**config.mk**
```make
export PLATFORM = sky130hd
export DESIGN_NAME = plectl_top
export DESIGN_NICKNAME = d
export VERILOG_FILES = /design/src/plectl_pkg.sv /design/src/plectl_queue.sv /design/src/plectl_pacer.sv /design/src/plectl_top.sv
export SDC_FILE = /design/constraint.sdc
export NUM_CORES = 1
export LEC_CHECK = 0
export ABC_AREA = 0
export BUFFER_PORTS_ARGS = -buffer_cell sky130_fd_sc_hd__buf_2
export CAP_MARGIN = 20
export CORE_ASPECT_RATIO = 0.75
export CORE_MARGIN = 5
export CORE_UTILIZATION = 55
export CTS_CLUSTER_SIZE = 24
export DETAILED_ROUTE_END_ITERATION = 10
export GPL_TIMING_DRIVEN = 0
export PLACE_DENSITY_LB_ADDON = 0.15
export SLEW_MARGIN = 15
export SYNTH_ARGS = -nofsm -noshare
export SYNTH_HDL_FRONTEND = slang
export SYNTH_SLANG_ARGS = --single-unit
```
**constraint.sdc**
```tcl
create_clock -name mclk -period 20.6 [get_ports mclk]
set_clock_uncertainty 0.15 [all_clocks]
set_input_delay 4.12 -clock mclk [delete_from_list [all_inputs] [get_ports mclk]]
set_output_delay 4.12 -clock mclk [all_outputs]
set_load 0.005 [all_outputs]
```
**src/plectl_pkg.sv**
```systemverilog
package plectl_pkg;

    // ------------------------------------------------------------------
    // coprocessor operation selectors
    // ------------------------------------------------------------------
    typedef enum logic [3:0] {
        OP_NONE,
        OP_RD_ID,
        OP_RD_ACTIVITY,
        OP_RD_FREE,
        OP_RD_USER_ACCESS,
        OP_WR_USER_ACCESS,
        OP_RD_PARAM,
        OP_WR_PARAM,
        OP_FLUSH,
        OP_PAUSE,
        OP_RESUME,
        OP_KILL,
        OP_PROGRAM
    } plectl_op_t;

    // ------------------------------------------------------------------
    // register fields
    // ------------------------------------------------------------------
    localparam int UA_EN_BIT   = 0;
    localparam int PC_BSZ_HI   = 29;
    localparam int PC_BSZ_LO   = 16;
    localparam int PC_BNM_HI   = 15;
    localparam int PC_BNM_LO   = 8;
    localparam int PC_WS_HI    = 7;
    localparam int PC_WS_LO    = 0;
    localparam int ID_SIZE_LO  = 16;
    localparam int ID_PRES_BIT = 0;

    localparam logic [31:0] UA_RESET = 32'h0000_0000;
    localparam logic [31:0] PC_RESET = 32'h0000_0000;
    localparam logic [31:0] PC_WMASK = 32'h3fff_ffff;

    // ------------------------------------------------------------------
    // channel descriptor fields
    // ------------------------------------------------------------------
    localparam int DS_BASE_HI = 63;
    localparam int DS_BASE_LO = 34;
    localparam int DS_LEN_HI  = 31;
    localparam int DS_LEN_LO  = 18;
    localparam int DS_STR_HI  = 17;
    localparam int DS_STR_LO  = 10;
    localparam int DS_NUM_HI  = 9;
    localparam int DS_NUM_LO  = 2;

    localparam int LEN_W  = 14;
    localparam int STR_W  = 8;
    localparam int NUM_W  = 8;
    localparam int ADDR_W = 32;
    localparam int ENTRY_W = 30 + LEN_W + STR_W + NUM_W;

    // ------------------------------------------------------------------
    // sizing
    // ------------------------------------------------------------------
    localparam int FIFO_DEPTH = 8;
    localparam int LINE_WORDS = 8;
    localparam logic [ADDR_W-1:0] WORD_BYTES = 32'h0000_0004;
    localparam logic [ADDR_W-1:0] LINE_BYTES = 32'h0000_0020;

endpackage

```
**src/plectl_queue.sv**
```systemverilog
`timescale 1ns/1ps

// channel queue; flush clears everything, kill is handled by the caller
module plectl_queue (
    input  wire logic                                mclk,
    input  wire logic                                rst,
    input  wire logic                                push,
    input  wire logic [plectl_pkg::ENTRY_W-1:0]      push_data,
    input  wire logic                                pop,
    input  wire logic                                flush,
    output logic      [plectl_pkg::ENTRY_W-1:0]      head_data,
    output logic                                     not_empty,
    output logic                                     full,
    output logic      [4:0]                          free_count
);
    localparam int PW = $clog2(plectl_pkg::FIFO_DEPTH);

    logic [plectl_pkg::ENTRY_W-1:0] mem_q [plectl_pkg::FIFO_DEPTH];
    logic [PW-1:0]                  rd_q;
    logic [PW-1:0]                  wr_q;
    logic [PW:0]                    cnt_q;
    logic                           do_push;
    logic                           do_pop;

    assign full       = (cnt_q == (PW+1)'(plectl_pkg::FIFO_DEPTH));
    assign not_empty  = (cnt_q != '0);
    assign do_push    = push && !full && !flush;
    assign do_pop     = pop && not_empty && !flush;
    assign head_data  = mem_q[rd_q];
    assign free_count = 5'(plectl_pkg::FIFO_DEPTH) - 5'(cnt_q);

    always_ff @(posedge mclk) begin
        if (do_push) begin
            mem_q[wr_q] <= push_data;
        end
    end

    always_ff @(posedge mclk or posedge rst) begin
        if (rst) begin
            rd_q  <= '0;
            wr_q  <= '0;
            cnt_q <= '0;
        end else if (flush) begin
            rd_q  <= '0;
            wr_q  <= '0;
            cnt_q <= '0;
        end else begin
            if (do_push) begin
                wr_q <= wr_q + 1'b1;
            end
            if (do_pop) begin
                rd_q <= rd_q + 1'b1;
            end
            cnt_q <= cnt_q + (PW+1)'(do_push) - (PW+1)'(do_pop);
        end
    end
endmodule

```
**src/plectl_pacer.sv**
```systemverilog
`timescale 1ns/1ps

// counts idle cycles between line requests
module plectl_pacer (
    input  wire logic       mclk,
    input  wire logic       rst,
    input  wire logic [7:0] wait_states,
    input  wire logic       issued,
    output logic            ready
);
    logic [7:0] cnt_q;

    assign ready = (cnt_q == 8'h00);

    always_ff @(posedge mclk or posedge rst) begin
        if (rst) begin
            cnt_q <= 8'h00;
        end else if (issued) begin
            cnt_q <= wait_states;
        end else if (cnt_q != 8'h00) begin
            cnt_q <= cnt_q - 8'h01;
        end
    end
endmodule

```
**src/plectl_top.sv**
```systemverilog
`timescale 1ns/1ps

// Functional notes
// [RL1] user access bit 0 lets user mode use engine; upper bits read zero
// [RL2] without engine present, every engine op raises undefined instruction; the code still accepts ID, activity and free entry reads
// [RL3] parameter control register is privileged only; bits 31:30 read zero
// [RL4] effective length is programmed length ANDed with block size mask
// [RL5] effective count is count ANDed with block number mask; zero mask one block
// [RL6] wait-state field inserts that many idle cycles between line requests
// [RL7] all ones gives one request per 256 cycles; zero one per cycle; the code spaces answered requests at least wait states plus 2 cycles apart
// [RL8] nonsecure ops gated by nonsecure permit, user ops by user access bit
// [RL9] flush discards queue and active channel, source value ignored
// [RL10] pause stops activity, even with no active channel
// [RL11] resume restarts paused engine, otherwise ignored
// [RL12] kill ends active channel only; queued entries stay
// [RL13] program queues a new region and kills the active channel
// [RL14] descriptor bits 63:34 word base address; 33:32 ignored
// [RL15] bits 31:18 length minus one in words
// [RL16] bits 17:10 stride in words between blocks
// [RL17] bits 9:2 block count minus one; 1:0 ignored
// [RL18] program only writes when entry free; overflow drops and pulses event
// [RL19] free entry status reports depth minus programmed entries
// [RL20] queue depth is a build choice of 4, 8 or 16
// [RL21] activity bit reads 1 while engine handles a request
// [RL22] translation abort drops that request and moves to the next
// [RL23] walk each block line by line, stepping base by stride, then next entry
module plectl_top #(
    parameter bit ENGINE_PRESENT = 1'b1
) (
    input  wire logic                          mclk,
    input  wire logic                          rst,
    input  wire logic                          op_valid,
    input  wire plectl_pkg::plectl_op_t        op_sel,
    input  wire logic [31:0]                   op_wdata_lo,
    input  wire logic [31:0]                   op_wdata_hi,
    input  wire logic                          op_privileged,
    input  wire logic                          op_nonsecure,
    input  wire logic                          nonsecure_preload_permit,
    output logic                               op_done,
    output logic                               op_undef,
    output logic [31:0]                        op_rdata,
    output logic                               line_prefetch_request,
    output logic [31:0]                        line_prefetch_addr,
    input  wire logic                          line_prefetch_accept,
    input  wire logic                          line_prefetch_abort,
    output logic                               fifo_overflow_event,
    output logic                               activity_status,
    output logic                               paused
);
    // ------------------------------------------------------------------
    // local types and state
    // ------------------------------------------------------------------
    typedef enum logic [1:0] {
        ST_IDLE,
        ST_LOAD,
        ST_ISSUE
    } plectl_state_t;

    plectl_state_t                   state_q;
    logic [31:0]                     user_access_q;
    logic [31:0]                     param_q;
    logic                            paused_q;
    logic                            op_done_q;
    logic                            op_undef_q;
    logic [31:0]                     op_rdata_q;
    logic                            ovf_q;
    logic [31:0]                     block_base_q;
    logic [31:0]                     line_addr_q;
    logic [31:0]                     block_end_q;
    logic [7:0]                      stride_q;
    logic [7:0]                      blocks_left_q;
    logic [13:0]                     len_q;
    logic                            req_q;

    logic                            allowed;
    logic                            priv_only;
    logic                            accept_op;
    logic                            do_flush;
    logic                            do_kill;
    logic                            do_push;
    logic                            q_pop;
    logic [plectl_pkg::ENTRY_W-1:0]  push_data;
    logic [plectl_pkg::ENTRY_W-1:0]  head;
    logic                            q_not_empty;
    logic                            q_full;
    logic [4:0]                      free_cnt;
    logic                            pace_ready;
    logic                            line_done;
    logic                            last_line;

    // ------------------------------------------------------------------
    // helpers
    // ------------------------------------------------------------------
    function automatic logic [31:0] words_to_bytes(input logic [13:0] w);
        words_to_bytes = {16'h0000, 2'b00, w} * plectl_pkg::WORD_BYTES;
    endfunction

    function automatic logic [4:0] size_code(input int depth);
        size_code = 5'(depth);
    endfunction

    // ------------------------------------------------------------------
    // access checks
    // ------------------------------------------------------------------
    // privileged register ignores user access bit
    assign priv_only = (op_sel == plectl_pkg::OP_RD_PARAM) ||
                       (op_sel == plectl_pkg::OP_WR_PARAM);
    always_comb begin
        allowed = 1'b1;
        if (!ENGINE_PRESENT && op_sel != plectl_pkg::OP_RD_ID &&
            op_sel != plectl_pkg::OP_RD_ACTIVITY && op_sel != plectl_pkg::OP_RD_FREE) begin
            allowed = 1'b0; // RL2
        end
        if (priv_only && !op_privileged) begin
            allowed = 1'b0; // RL3
        end
        if (!op_privileged && !user_access_q[plectl_pkg::UA_EN_BIT] &&
            op_sel >= plectl_pkg::OP_WR_USER_ACCESS && !priv_only) begin
            allowed = 1'b0; // RL1 RL8
        end
        if (op_nonsecure && !nonsecure_preload_permit &&
            op_sel >= plectl_pkg::OP_RD_FREE) begin
            allowed = 1'b0; // RL8
        end
    end

    assign accept_op = op_valid && allowed;
    assign do_flush  = accept_op && op_sel == plectl_pkg::OP_FLUSH; // RL9
    assign do_kill   = accept_op && (op_sel == plectl_pkg::OP_KILL ||
                                     op_sel == plectl_pkg::OP_PROGRAM); // RL12 RL13
    assign do_push   = accept_op && op_sel == plectl_pkg::OP_PROGRAM && !q_full; // RL18

    // descriptor packing, ignored bits dropped
    assign push_data = {op_wdata_hi[plectl_pkg::DS_BASE_HI-32:plectl_pkg::DS_BASE_LO-32],
                        op_wdata_lo[plectl_pkg::DS_LEN_HI:plectl_pkg::DS_LEN_LO],
                        op_wdata_lo[plectl_pkg::DS_STR_HI:plectl_pkg::DS_STR_LO],
                        op_wdata_lo[plectl_pkg::DS_NUM_HI:plectl_pkg::DS_NUM_LO]}; // RL14 RL15 RL16 RL17

    // ------------------------------------------------------------------
    // registers
    // ------------------------------------------------------------------
    always_ff @(posedge mclk or posedge rst) begin
        if (rst) begin
            user_access_q <= plectl_pkg::UA_RESET;
            param_q       <= plectl_pkg::PC_RESET;
        end else if (accept_op) begin
            if (op_sel == plectl_pkg::OP_WR_USER_ACCESS) begin
                user_access_q <= {31'h0, op_wdata_lo[plectl_pkg::UA_EN_BIT]}; // RL1
            end
            if (op_sel == plectl_pkg::OP_WR_PARAM) begin
                param_q <= op_wdata_lo & plectl_pkg::PC_WMASK; // RL3
            end
        end
    end

    always_ff @(posedge mclk or posedge rst) begin
        if (rst) begin
            op_done_q  <= 1'b0;
            op_undef_q <= 1'b0;
            op_rdata_q <= 32'h0000_0000;
        end else begin
            op_done_q  <= op_valid && allowed;
            op_undef_q <= op_valid && !allowed; // RL2
            op_rdata_q <= 32'h0000_0000;
            if (accept_op) begin
                case (op_sel)
                    plectl_pkg::OP_RD_ID: begin
                        if (ENGINE_PRESENT) begin
                            op_rdata_q <= (32'(size_code(plectl_pkg::FIFO_DEPTH))
                                           << plectl_pkg::ID_SIZE_LO) | 32'h0000_0001; // RL20
                        end
                    end
                    plectl_pkg::OP_RD_ACTIVITY: op_rdata_q <= {31'h0, activity_status}; // RL21
                    plectl_pkg::OP_RD_FREE:     op_rdata_q <= {27'h0, free_cnt}; // RL19
                    plectl_pkg::OP_RD_USER_ACCESS: op_rdata_q <= user_access_q; // RL1
                    plectl_pkg::OP_RD_PARAM:    op_rdata_q <= param_q; // RL3
                    default:                    op_rdata_q <= 32'h0000_0000;
                endcase
            end
        end
    end

    assign op_done  = op_done_q;
    assign op_undef = op_undef_q;
    assign op_rdata = op_rdata_q;

    // overflow event: one cycle pulse
    always_ff @(posedge mclk or posedge rst) begin
        if (rst) begin
            ovf_q <= 1'b0;
        end else begin
            ovf_q <= accept_op && op_sel == plectl_pkg::OP_PROGRAM && q_full; // RL18
        end
    end
    assign fifo_overflow_event = ovf_q;

    // ------------------------------------------------------------------
    // pause and resume
    // ------------------------------------------------------------------
    always_ff @(posedge mclk or posedge rst) begin
        if (rst) begin
            paused_q <= 1'b0;
        end else if (accept_op && op_sel == plectl_pkg::OP_PAUSE) begin
            paused_q <= 1'b1; // RL10
        end else if (accept_op && op_sel == plectl_pkg::OP_RESUME && paused_q) begin
            paused_q <= 1'b0; // RL11
        end
    end
    assign paused = paused_q;

    // ------------------------------------------------------------------
    // channel queue and pacing
    // ------------------------------------------------------------------
    plectl_queue u_queue (
        .mclk       (mclk),
        .rst        (rst),
        .push       (do_push),
        .push_data  (push_data),
        .pop        (q_pop),
        .flush      (do_flush),
        .head_data  (head),
        .not_empty  (q_not_empty),
        .full       (q_full),
        .free_count (free_cnt)
    );

    plectl_pacer u_pacer (
        .mclk        (mclk),
        .rst         (rst),
        .wait_states (param_q[plectl_pkg::PC_WS_HI:plectl_pkg::PC_WS_LO]), // RL6 RL7
        .issued      (line_done),
        .ready       (pace_ready)
    );

    // ------------------------------------------------------------------
    // channel walker
    // ------------------------------------------------------------------
    // an abort counts as done so the walk moves on
    assign line_done = req_q && (line_prefetch_accept || line_prefetch_abort); // RL22
    assign last_line = (line_addr_q + plectl_pkg::LINE_BYTES) >= block_end_q;
    assign q_pop     = (state_q == ST_IDLE) && q_not_empty && !paused_q && !do_flush && !do_kill;

    always_ff @(posedge mclk or posedge rst) begin
        if (rst) begin
            state_q       <= ST_IDLE;
            req_q         <= 1'b0;
            block_base_q  <= 32'h0000_0000;
            line_addr_q   <= 32'h0000_0000;
            block_end_q   <= 32'h0000_0000;
            stride_q      <= 8'h00;
            blocks_left_q <= 8'h00;
            len_q         <= 14'h0000;
        end else if (do_flush || do_kill) begin
            state_q <= ST_IDLE; // RL9 RL12 RL13
            req_q   <= 1'b0;
        end else begin
            case (state_q)
                ST_IDLE: begin
                    if (q_pop) begin
                        block_base_q  <= {head[plectl_pkg::ENTRY_W-1 -: 30], 2'b00}; // RL14
                        stride_q      <= head[plectl_pkg::NUM_W +: plectl_pkg::STR_W];
                        len_q         <= head[plectl_pkg::NUM_W+plectl_pkg::STR_W +: 14]
                                         & param_q[plectl_pkg::PC_BSZ_HI:plectl_pkg::PC_BSZ_LO]; // RL4
                        blocks_left_q <= head[plectl_pkg::NUM_W-1:0]
                                         & param_q[plectl_pkg::PC_BNM_HI:plectl_pkg::PC_BNM_LO]; // RL5
                        state_q       <= ST_LOAD;
                    end
                end
                ST_LOAD: begin
                    line_addr_q <= block_base_q;
                    block_end_q <= block_base_q + words_to_bytes(len_q)
                                   + plectl_pkg::WORD_BYTES; // RL15
                    state_q     <= ST_ISSUE;
                end
                ST_ISSUE: begin
                    if (!req_q && pace_ready && !paused_q) begin
                        req_q <= 1'b1; // RL6
                    end else if (line_done) begin
                        req_q <= 1'b0;
                        if (!last_line) begin
                            line_addr_q <= line_addr_q + plectl_pkg::LINE_BYTES; // RL23
                        end else if (blocks_left_q != 8'h00) begin
                            blocks_left_q <= blocks_left_q - 8'h01;
                            block_base_q  <= block_end_q
                                             + words_to_bytes({6'h00, stride_q}); // RL16 RL23
                            state_q       <= ST_LOAD;
                        end else begin
                            state_q <= ST_IDLE; // RL23
                        end
                    end
                end
                default: state_q <= ST_IDLE;
            endcase
        end
    end

    assign line_prefetch_request = req_q;
    assign line_prefetch_addr    = line_addr_q;
    assign activity_status       = (state_q != ST_IDLE); // RL21

    // ------------------------------------------------------------------
    // checks
    // ------------------------------------------------------------------
    a_overflow_event: assert property (@(posedge mclk) disable iff (rst) // RL18
        (op_valid && allowed && op_sel == plectl_pkg::OP_PROGRAM && q_full)
        |=> fifo_overflow_event)
        else $error("overflow not flagged");

    a_undef_unpriv: assert property (@(posedge mclk) disable iff (rst) // RL3
        (op_valid && priv_only && !op_privileged) |=> op_undef)
        else $error("user access to parameter register not refused");

    a_pause_holds: assert property (@(posedge mclk) disable iff (rst) // RL10
        (op_valid && allowed && op_sel == plectl_pkg::OP_PAUSE) |=> paused)
        else $error("pause not taken");

    a_resume_idle: assert property (@(posedge mclk) disable iff (rst) // RL11
        (!paused && !(op_valid && op_sel == plectl_pkg::OP_PAUSE)) |=> !paused)
        else $error("resume changed unpaused engine");

    a_kill_stops: assert property (@(posedge mclk) disable iff (rst) // RL12
        (op_valid && allowed && op_sel == plectl_pkg::OP_KILL) |=> !line_prefetch_request)
        else $error("kill left request active");

    a_kill_keeps_q: assert property (@(posedge mclk) disable iff (rst) // RL12
        (op_valid && allowed && op_sel == plectl_pkg::OP_KILL && q_not_empty)
        |=> q_not_empty)
        else $error("kill touched queue");

    a_flush_clears: assert property (@(posedge mclk) disable iff (rst) // RL9
        (op_valid && allowed && op_sel == plectl_pkg::OP_FLUSH)
        |=> (free_cnt == 5'(plectl_pkg::FIFO_DEPTH)) && !activity_status)
        else $error("flush incomplete");

    a_wait_gap: assert property (@(posedge mclk) disable iff (rst) // RL6
        (line_done && param_q[7:0] != 8'h00 && !$changed(param_q)) |=> !line_prefetch_request [*2])
        else $error("wait states not honoured");

    a_free_count: assert property (@(posedge mclk) disable iff (rst) // RL19
        free_cnt <= 5'(plectl_pkg::FIFO_DEPTH))
        else $error("free count out of range");
endmodule

```
==> results.md, run 1 <==
- Die Y: 213 um
- Hold Path Depth: 2
- Pleak: 12.9 nW
- GPL Wtd Cong: 0.944
- Nets: 2447
- Final Setup Violations: 0
- Average cell area after synthesis: 14.8 sq um
- Worst Reg2Reg Path Length in Cells: 15
- Hold Fails Final Rpt: 0
- Skew-Pair Late Insertion Delay: 620 ps
- Slew headroom: 0.240
- Clock root cell: clkbuf_16
- Met3 usage: 0.0751
- Crit end category: flip-flop
- Met1 Resource Use GR: 0.406
- PD cells: 129 nW/um^2
- CP max stage cell: nor3_2
- Cells after Synth: 2038
- Critical path's largest stage delay: 640 ps
- # DRC: 0
- Asr flop ratio synth: 0.306
- Vias per inst: 6.13
- Outcome: finished clean
- Starting Density: 0.555
- Via count: 18800
- Crit path depth: 16
- DRT Wirelength: 79100 um
- Min cycle time layout: 8170 ps
- Setup bufs post-CTS: 0
- Cts bufs inserted: 68
- Critical path fanouts, max: 10
- Fin crit share: 0.396
- Synth cell types: 72
- CTS tree: yes
- DR pass1 iterations: 8
- Worst Path Arrival: 8330 ps
- Hold Path Class: flip-flop to flip-flop
- CP dominant cell by count: buf_4
- Total die area: 59700 sq um
- Met2 Track Usage GR: 0.387
- Synth top area share: 0.477
- Max-slew violations: 0
- Vias in the first global route: 18700
- Reg clk slew, reported paths: 60 ps
- Commonest cells post-synth: edfxtp_1 (480), dfrtp_1 (212), nand2_1 (153)
- Cell with the most instances after synthesis: edfxtp_1
- Synth area leaders: edfxtp_1 (48%), dfrtp_1 (18%), mux4_2 (8.9%)
- Ys Warns: 0
- Grt ovf: 0
- Largest net degree at the start of global routing: 83
- Post-layout util: 0.636
- Unrepaired setup endpoints after global routing: false
- Worst Path Required: 20760 ps
- Startpoint types: input port
- I/O pin cnt: 146
- IO Port Bufs: 139
- Fillcell total: 3961
- Buf/Inv on CP: 9
- CTS Hold Bufs: 0
- R2R setup slack: 15600 ps
- Kind of critical path: input port to flip-flop
- Max clock buf depth: 3
- Sequential fraction of the synthesis area: 0.653
- Worst Tran Pin Value: 1140 ps
- Antenna Nets Post-Route: 0
- Synth area leader: edfxtp_1
- Critical path cell sequence: buf_2, buf_2, a211o_1, nand2_1, and4_1, buf_2, nand2_1, nor4b_4, nand2b_1, nor3_2, buf_4, buf_6, buf_4, buf_4, buf_4, buf_4
- Core Box Area: 54400 sq um
- Iter 0 DRT Violations: 2168
- Synth Cell Area: 30200 sq um
- # rows: 74
- Place WS: 11860 ps
- Wirelength per Cell: 25.8 um
- Top Usage Layer GRT: met1
- First-pass GRT wire length: 118000 um
- Initial antenna violation count: 6
- Final Power: 4.45 mW
- HPWL after DPL: 56600 um
- Overall track demand over capacity in global routing: 0.267
- Synth Register Bits: 692
- Worst VDD drop: 0.0704 mV
- Die Span X: 281 um
- Final worst slack: 12430 ps
- Fmax: 0.122 GHz
- Top_reg_cell synth: edfxtp_1
- CP delay by family, top: buffers and inverters
- Post-Route Setup TNS: 0 ps
- Post-synth EDFFs: 480
- Post_cts resized: 0
- CTS sink cnt: 692
- Layout cells sized above 1: 0.209
- MaxCap Viol Count: 0
- H-Tree Depth: 3
- Synthesis-to-finish area growth: 14.6%
## layout make-up
| type | count | area [sq um] | area share |
|---|---|---|---|
| diodes | 1 | 2.50 | 0.0000723 |
| multi-input cells | 1186 | 9860 | 0.285 |
| flip-flops and latches | 692 | 19700 | 0.570 |
| repair buffers | 178 | 1310 | 0.0379 |
| clock inverters | 35 | 334 | 0.00965 |
| well taps | 722 | 903 | 0.0261 |
| plain buffers | 98 | 447 | 0.0129 |
| inverters | 63 | 244 | 0.00705 |
| clock buffers | 87 | 1800 | 0.0521 |
## sequential cells by signal, summed over array words and instances, names as in the netlist, 8 cells and up
signal and count:
op_rdata 30, u_queue.mem_q 480, param_q 30, line_prefetch_addr 32
stride_q 8, len_q 14, u_pacer.cnt_q 8, block_base_q 32
blocks_left_q 8, block_end_q 32
## tightest hold or removal path, cell delays in order, from the launching register on
cell and delay, ps:
dfrtp_1 350, nand2_1 50, o21ai_1 60
## cells in the final DEF (no fill, tap or decap), types with 13 or more instances in the layout
master     netlist  routed
nand2b_1        23      23
a31oi_1         22      22
nor4_1          13      13
inv_1           63      62
xor2_1          33      33
o21ai_0        103     103
mux2_2          39      39
mux2i_1         62      62
nor3_1          21      19
nand4_1         18      18
ha_1            81      81
and3_1          34      34
nand2_1        153     153
xnor2_1         51      51
nor2_1         111     105
buf_4            3      17
nand3_1         42      42
clkbuf_16        0      68
clkbuf_1        52      68
dfrtp_1        212     212
mux4_2         120     120
a22o_1          13      13
buf_2           30     171
clkinv_1         0      13
edfxtp_1       480     480
o21ai_1         36      36
a21oi_1         78      78
## worst paths after layout
check	startpoint	endpoint
max reg2reg	line_prefetch_addr[5]$_DFFE_PP0P_	line_prefetch_addr[7]$_DFFE_PP0P_
max	op_sel[1]	u_queue.mem_q[0][7]$_DFFE_PP_
min	block_base_q[0]$_DFFE_PP0P_	block_base_q[0]$_DFFE_PP0P_
min in group asynchronous	rst	u_pacer.cnt_q[0]$_DFFE_PP0P_
max in group asynchronous	rst	param_q[13]$_DFFE_PP0P_
min reg2reg	block_base_q[0]$_DFFE_PP0P_	block_base_q[0]$_DFFE_PP0P_
## power breakdown
| group | switching [mW] | internal [mW] |
|---|---|---|
| clock network | 0.525 | 0.686 |
| logic | 0.850 | 0.591 |
| registers | 0.176 | 1.62 |
| total | 1.55 | 2.90 |
## per-layer routing
metal  vias to the layer above  part of all wire
met3                       121              0.10
met4                         6             0.027
li1                       8270                 -
met5                         -           0.00046
met2                       814              0.43
met1                      9562              0.44
## kinds of logic (layout without fill, tap and decap cells)
family | count (synthesis) | after routing | synth area share
compound gates | 327 | 327 | 0.0652
xor+xnor | 84 | 84 | 0.0244
fa+ha+maj | 84 | 84 | 0.0355
buf+inv | 161 | 461 | 0.0226
flops | 692 | 692 | 0.653
mux | 221 | 221 | 0.125
other cells | 1 | 3 | 0.000124
simple gates | 468 | 468 | 0.0747
## metrics by stage
stage / cell area (sq um) / cells / hold slack [ps]
2_1_floorplan: 30200 / 2039 / 298
3_3_place_gp: 31800 / 2900 / 311
3_5_place_dp: 32500 / 2939 / 327
4_1_cts: 34600 / 3061 / 340
5_1_grt: 34600 / 3061 / 382
6_report: 34600 / 3062 / 340
Note: power is estimated with default switching activity, not from simulation.
==> inputs of run 2 (changes only) <==
==> constraint.sdc (replaced) <==
create_clock -name mclk -period 7.1 [get_ports mclk]
set_clock_uncertainty 0.15 [all_clocks]
set_input_delay 1.42 -clock mclk [delete_from_list [all_inputs] [get_ports mclk]]
set_output_delay 1.42 -clock mclk [all_outputs]
set_load 0.005 [all_outputs]
==> results.md, run 2 (synthesized netlist as in run 1, its figures left out) <==
- Placed insts: 2939
- Crit end category: flip-flop
- Reg clk slew, reported paths: 60 ps
- Fin crit share: 0.698
- Clk pwr share: 0.273
- Final worst slack: 2140 ps
- Vias in the first global route: 18400
- Outcome: finished clean
- First-pass GRT wire length: 118000 um
- Grt ovf: 0
- # rows: 74
- CTS Hold Bufs: 0
- Worst Path Required: 7420 ps
- Place WS: 1610 ps
- # DRC: 0
- Cell Area, Placed: 32700 sq um
- Combinational Power Share: 0.325
- Max-slew violations: 0
- Skew-Pair Late Insertion Delay: 620 ps
- Power Internal: 8.42 mW
- Post_cts resized: 0
- Reg power frac: 0.403
- Worst Path Arrival: 5270 ps
- Worst VDD drop: 0.220 mV
- Final Non-Filler Cells: 3063
- Largest reg by FF count: u_queue.mem_q
- Synthesis-to-finish area growth: 15.4%
- Sw frac: 0.350
- Die Y: 213 um
- DR pass1 iterations: 5
- Hold Path Class: flip-flop to flip-flop
- Largest net degree at the start of global routing: 36
- Die Span X: 281 um
- Cts bufs inserted: 67
- Fillcell total: 3939
- Pleak: 13.0 nW
- Met3 usage: 0.0784
- Hold Fails Final Rpt: 0
- PD cells: 372 nW/um^2
- Area of the multi-input gates: 9870 sq um
- Via count: 18800
- IO Port Bufs: 139
- CTS tree: yes
- Top Usage Layer GRT: met1
- Most common cell after layout, fill and taps aside: edfxtp_1
- Total die area: 59700 sq um
- Vias per inst: 6.14
- Storage cell area: 19700 sq um
- H-Tree Depth: 3
- Nets: 2446
- MaxCap Viol Count: 0
- Overall track demand over capacity in global routing: 0.269
- Fmax: 0.202 GHz
- Met2 Track Usage GR: 0.379
- Sw Pwr: 4.53 mW
- DRT Wirelength: 79600 um
- Final Setup Violations: 0
- Most frequent cells in the layout: edfxtp_1 (480), dfrtp_1 (212), buf_2 (170), nand2_1 (153), mux4_2 (120)
- Starting Density: 0.555
- Setup bufs post-CTS: 0
- Core Box Area: 54400 sq um
- Antenna Nets Post-Route: 0
- Worst Tran Pin Value: 1230 ps
- HPWL after DPL: 56500 um
- Initial antenna violation count: 13
- I/O pin cnt: 146
- Slew headroom: 0.171
- Unrepaired setup endpoints after global routing: false
- Largest register FFs: 480
- Max clock buf depth: 3
- Iter 0 DRT Violations: 2012
- Post-route design area: 34900 sq um
- GPL Wtd Cong: 0.922
- Met1 Resource Use GR: 0.407
- Clock root cell: clkbuf_16
- Min cycle time layout: 4960 ps
- Hold Path Depth: 2
- Layout cells sized above 1: 0.210
- Critical path fanouts, max: 10
- Startpoint types: flip-flop
- Wirelength per Cell: 26.0 um
- Kind of critical path: flip-flop to flip-flop
- Worst Reg2Reg Path Length in Cells: 15
- CTS sink cnt: 692
-- run 2: changes by cell type in the layout (fill, tap and decap cells not counted), sizes merged --
| cell | delta |
|---|---|
| inv | -2 |
| clkinvlp | +2 |
| clkbuf | -1 |
| clkinv | +3 |
| bufinv | -1 |
-- run 2: per-stage QoR --
step,TNS [ps],power [mW],hold WS [ps],util
6_report,0,13.0,337,0.640
5_1_grt,0,13.6,363,0.640
4_1_cts,0,13.0,336,0.640
3_5_place_dp,0,9.43,318,0.600
3_3_place_gp,-1103870,9.32,310,0.584
2_1_floorplan,0,7.95,298,-
-- run 2: power by group through the flow --
stage | registers (mW) | clock network (mW) | logic [mW]
final | 5.22 | 3.53 | 4.20
after global routing | 5.26 | 3.76 | 4.62
after CTS | 5.19 | 3.59 | 4.18
after detailed placement | 5.27 | 0 | 4.15
after global placement | 5.26 | 0 | 4.06
after floorplan | 5.08 | 0 | 2.87
-- run 2: area by class of cell --
cell class,instances,share of cell area
antenna,1,0.0000718
buffer,98,0.0128
clock buffer,86,0.0528
clock inverter,37,0.00930
inverter,63,0.00689
multi-input combinational,1186,0.283
sequential,692,0.566
tap,722,0.0259
timing repair buffer,178,0.0432
-- run 2: worst max-delay path, cell delays in order, from the launching register on --
cell	delay (ps)
dfrtp_1	480
ha_1	250
nand3_1	110
or2_2	360
nor4_2	530
and3_1	320
xor2_1	270
ha_1	190
nand4_1	110
nor4_1	360
o2111ai_1	210
a21oi_1	440
o21ai_1	310
nand2_1	180
clkbuf_1	390
o21ai_0	170
-- run 2: worst paths after layout --
check | start | to | slack (ps)
worst min register to register | block_base_q[0]$_DFFE_PP0P_ | block_base_q[0]$_DFFE_PP0P_ | 340
worst max register to register | line_prefetch_addr[5]$_DFFE_PP0P_ | line_prefetch_addr[11]$_DFFE_PP0P_ | 2140
worst max-delay path | line_prefetch_addr[5]$_DFFE_PP0P_ | line_prefetch_addr[11]$_DFFE_PP0P_ | 2140
worst min-delay path | block_base_q[0]$_DFFE_PP0P_ | block_base_q[0]$_DFFE_PP0P_ | 340
max in group asynchronous | rst | op_rdata[14]$_DFF_PP0_ | 4910
min in group asynchronous | rst | u_queue.cnt_q[1]$_DFF_PP0_ | 760
-- run 2: metal layers --
metal / routed length (um) / part of all wire
met1: 34600 / 0.43
met2: 33900 / 0.43
met3: 8370 / 0.11
met4: 2740 / 0.034
met5: 92 / 0.0012
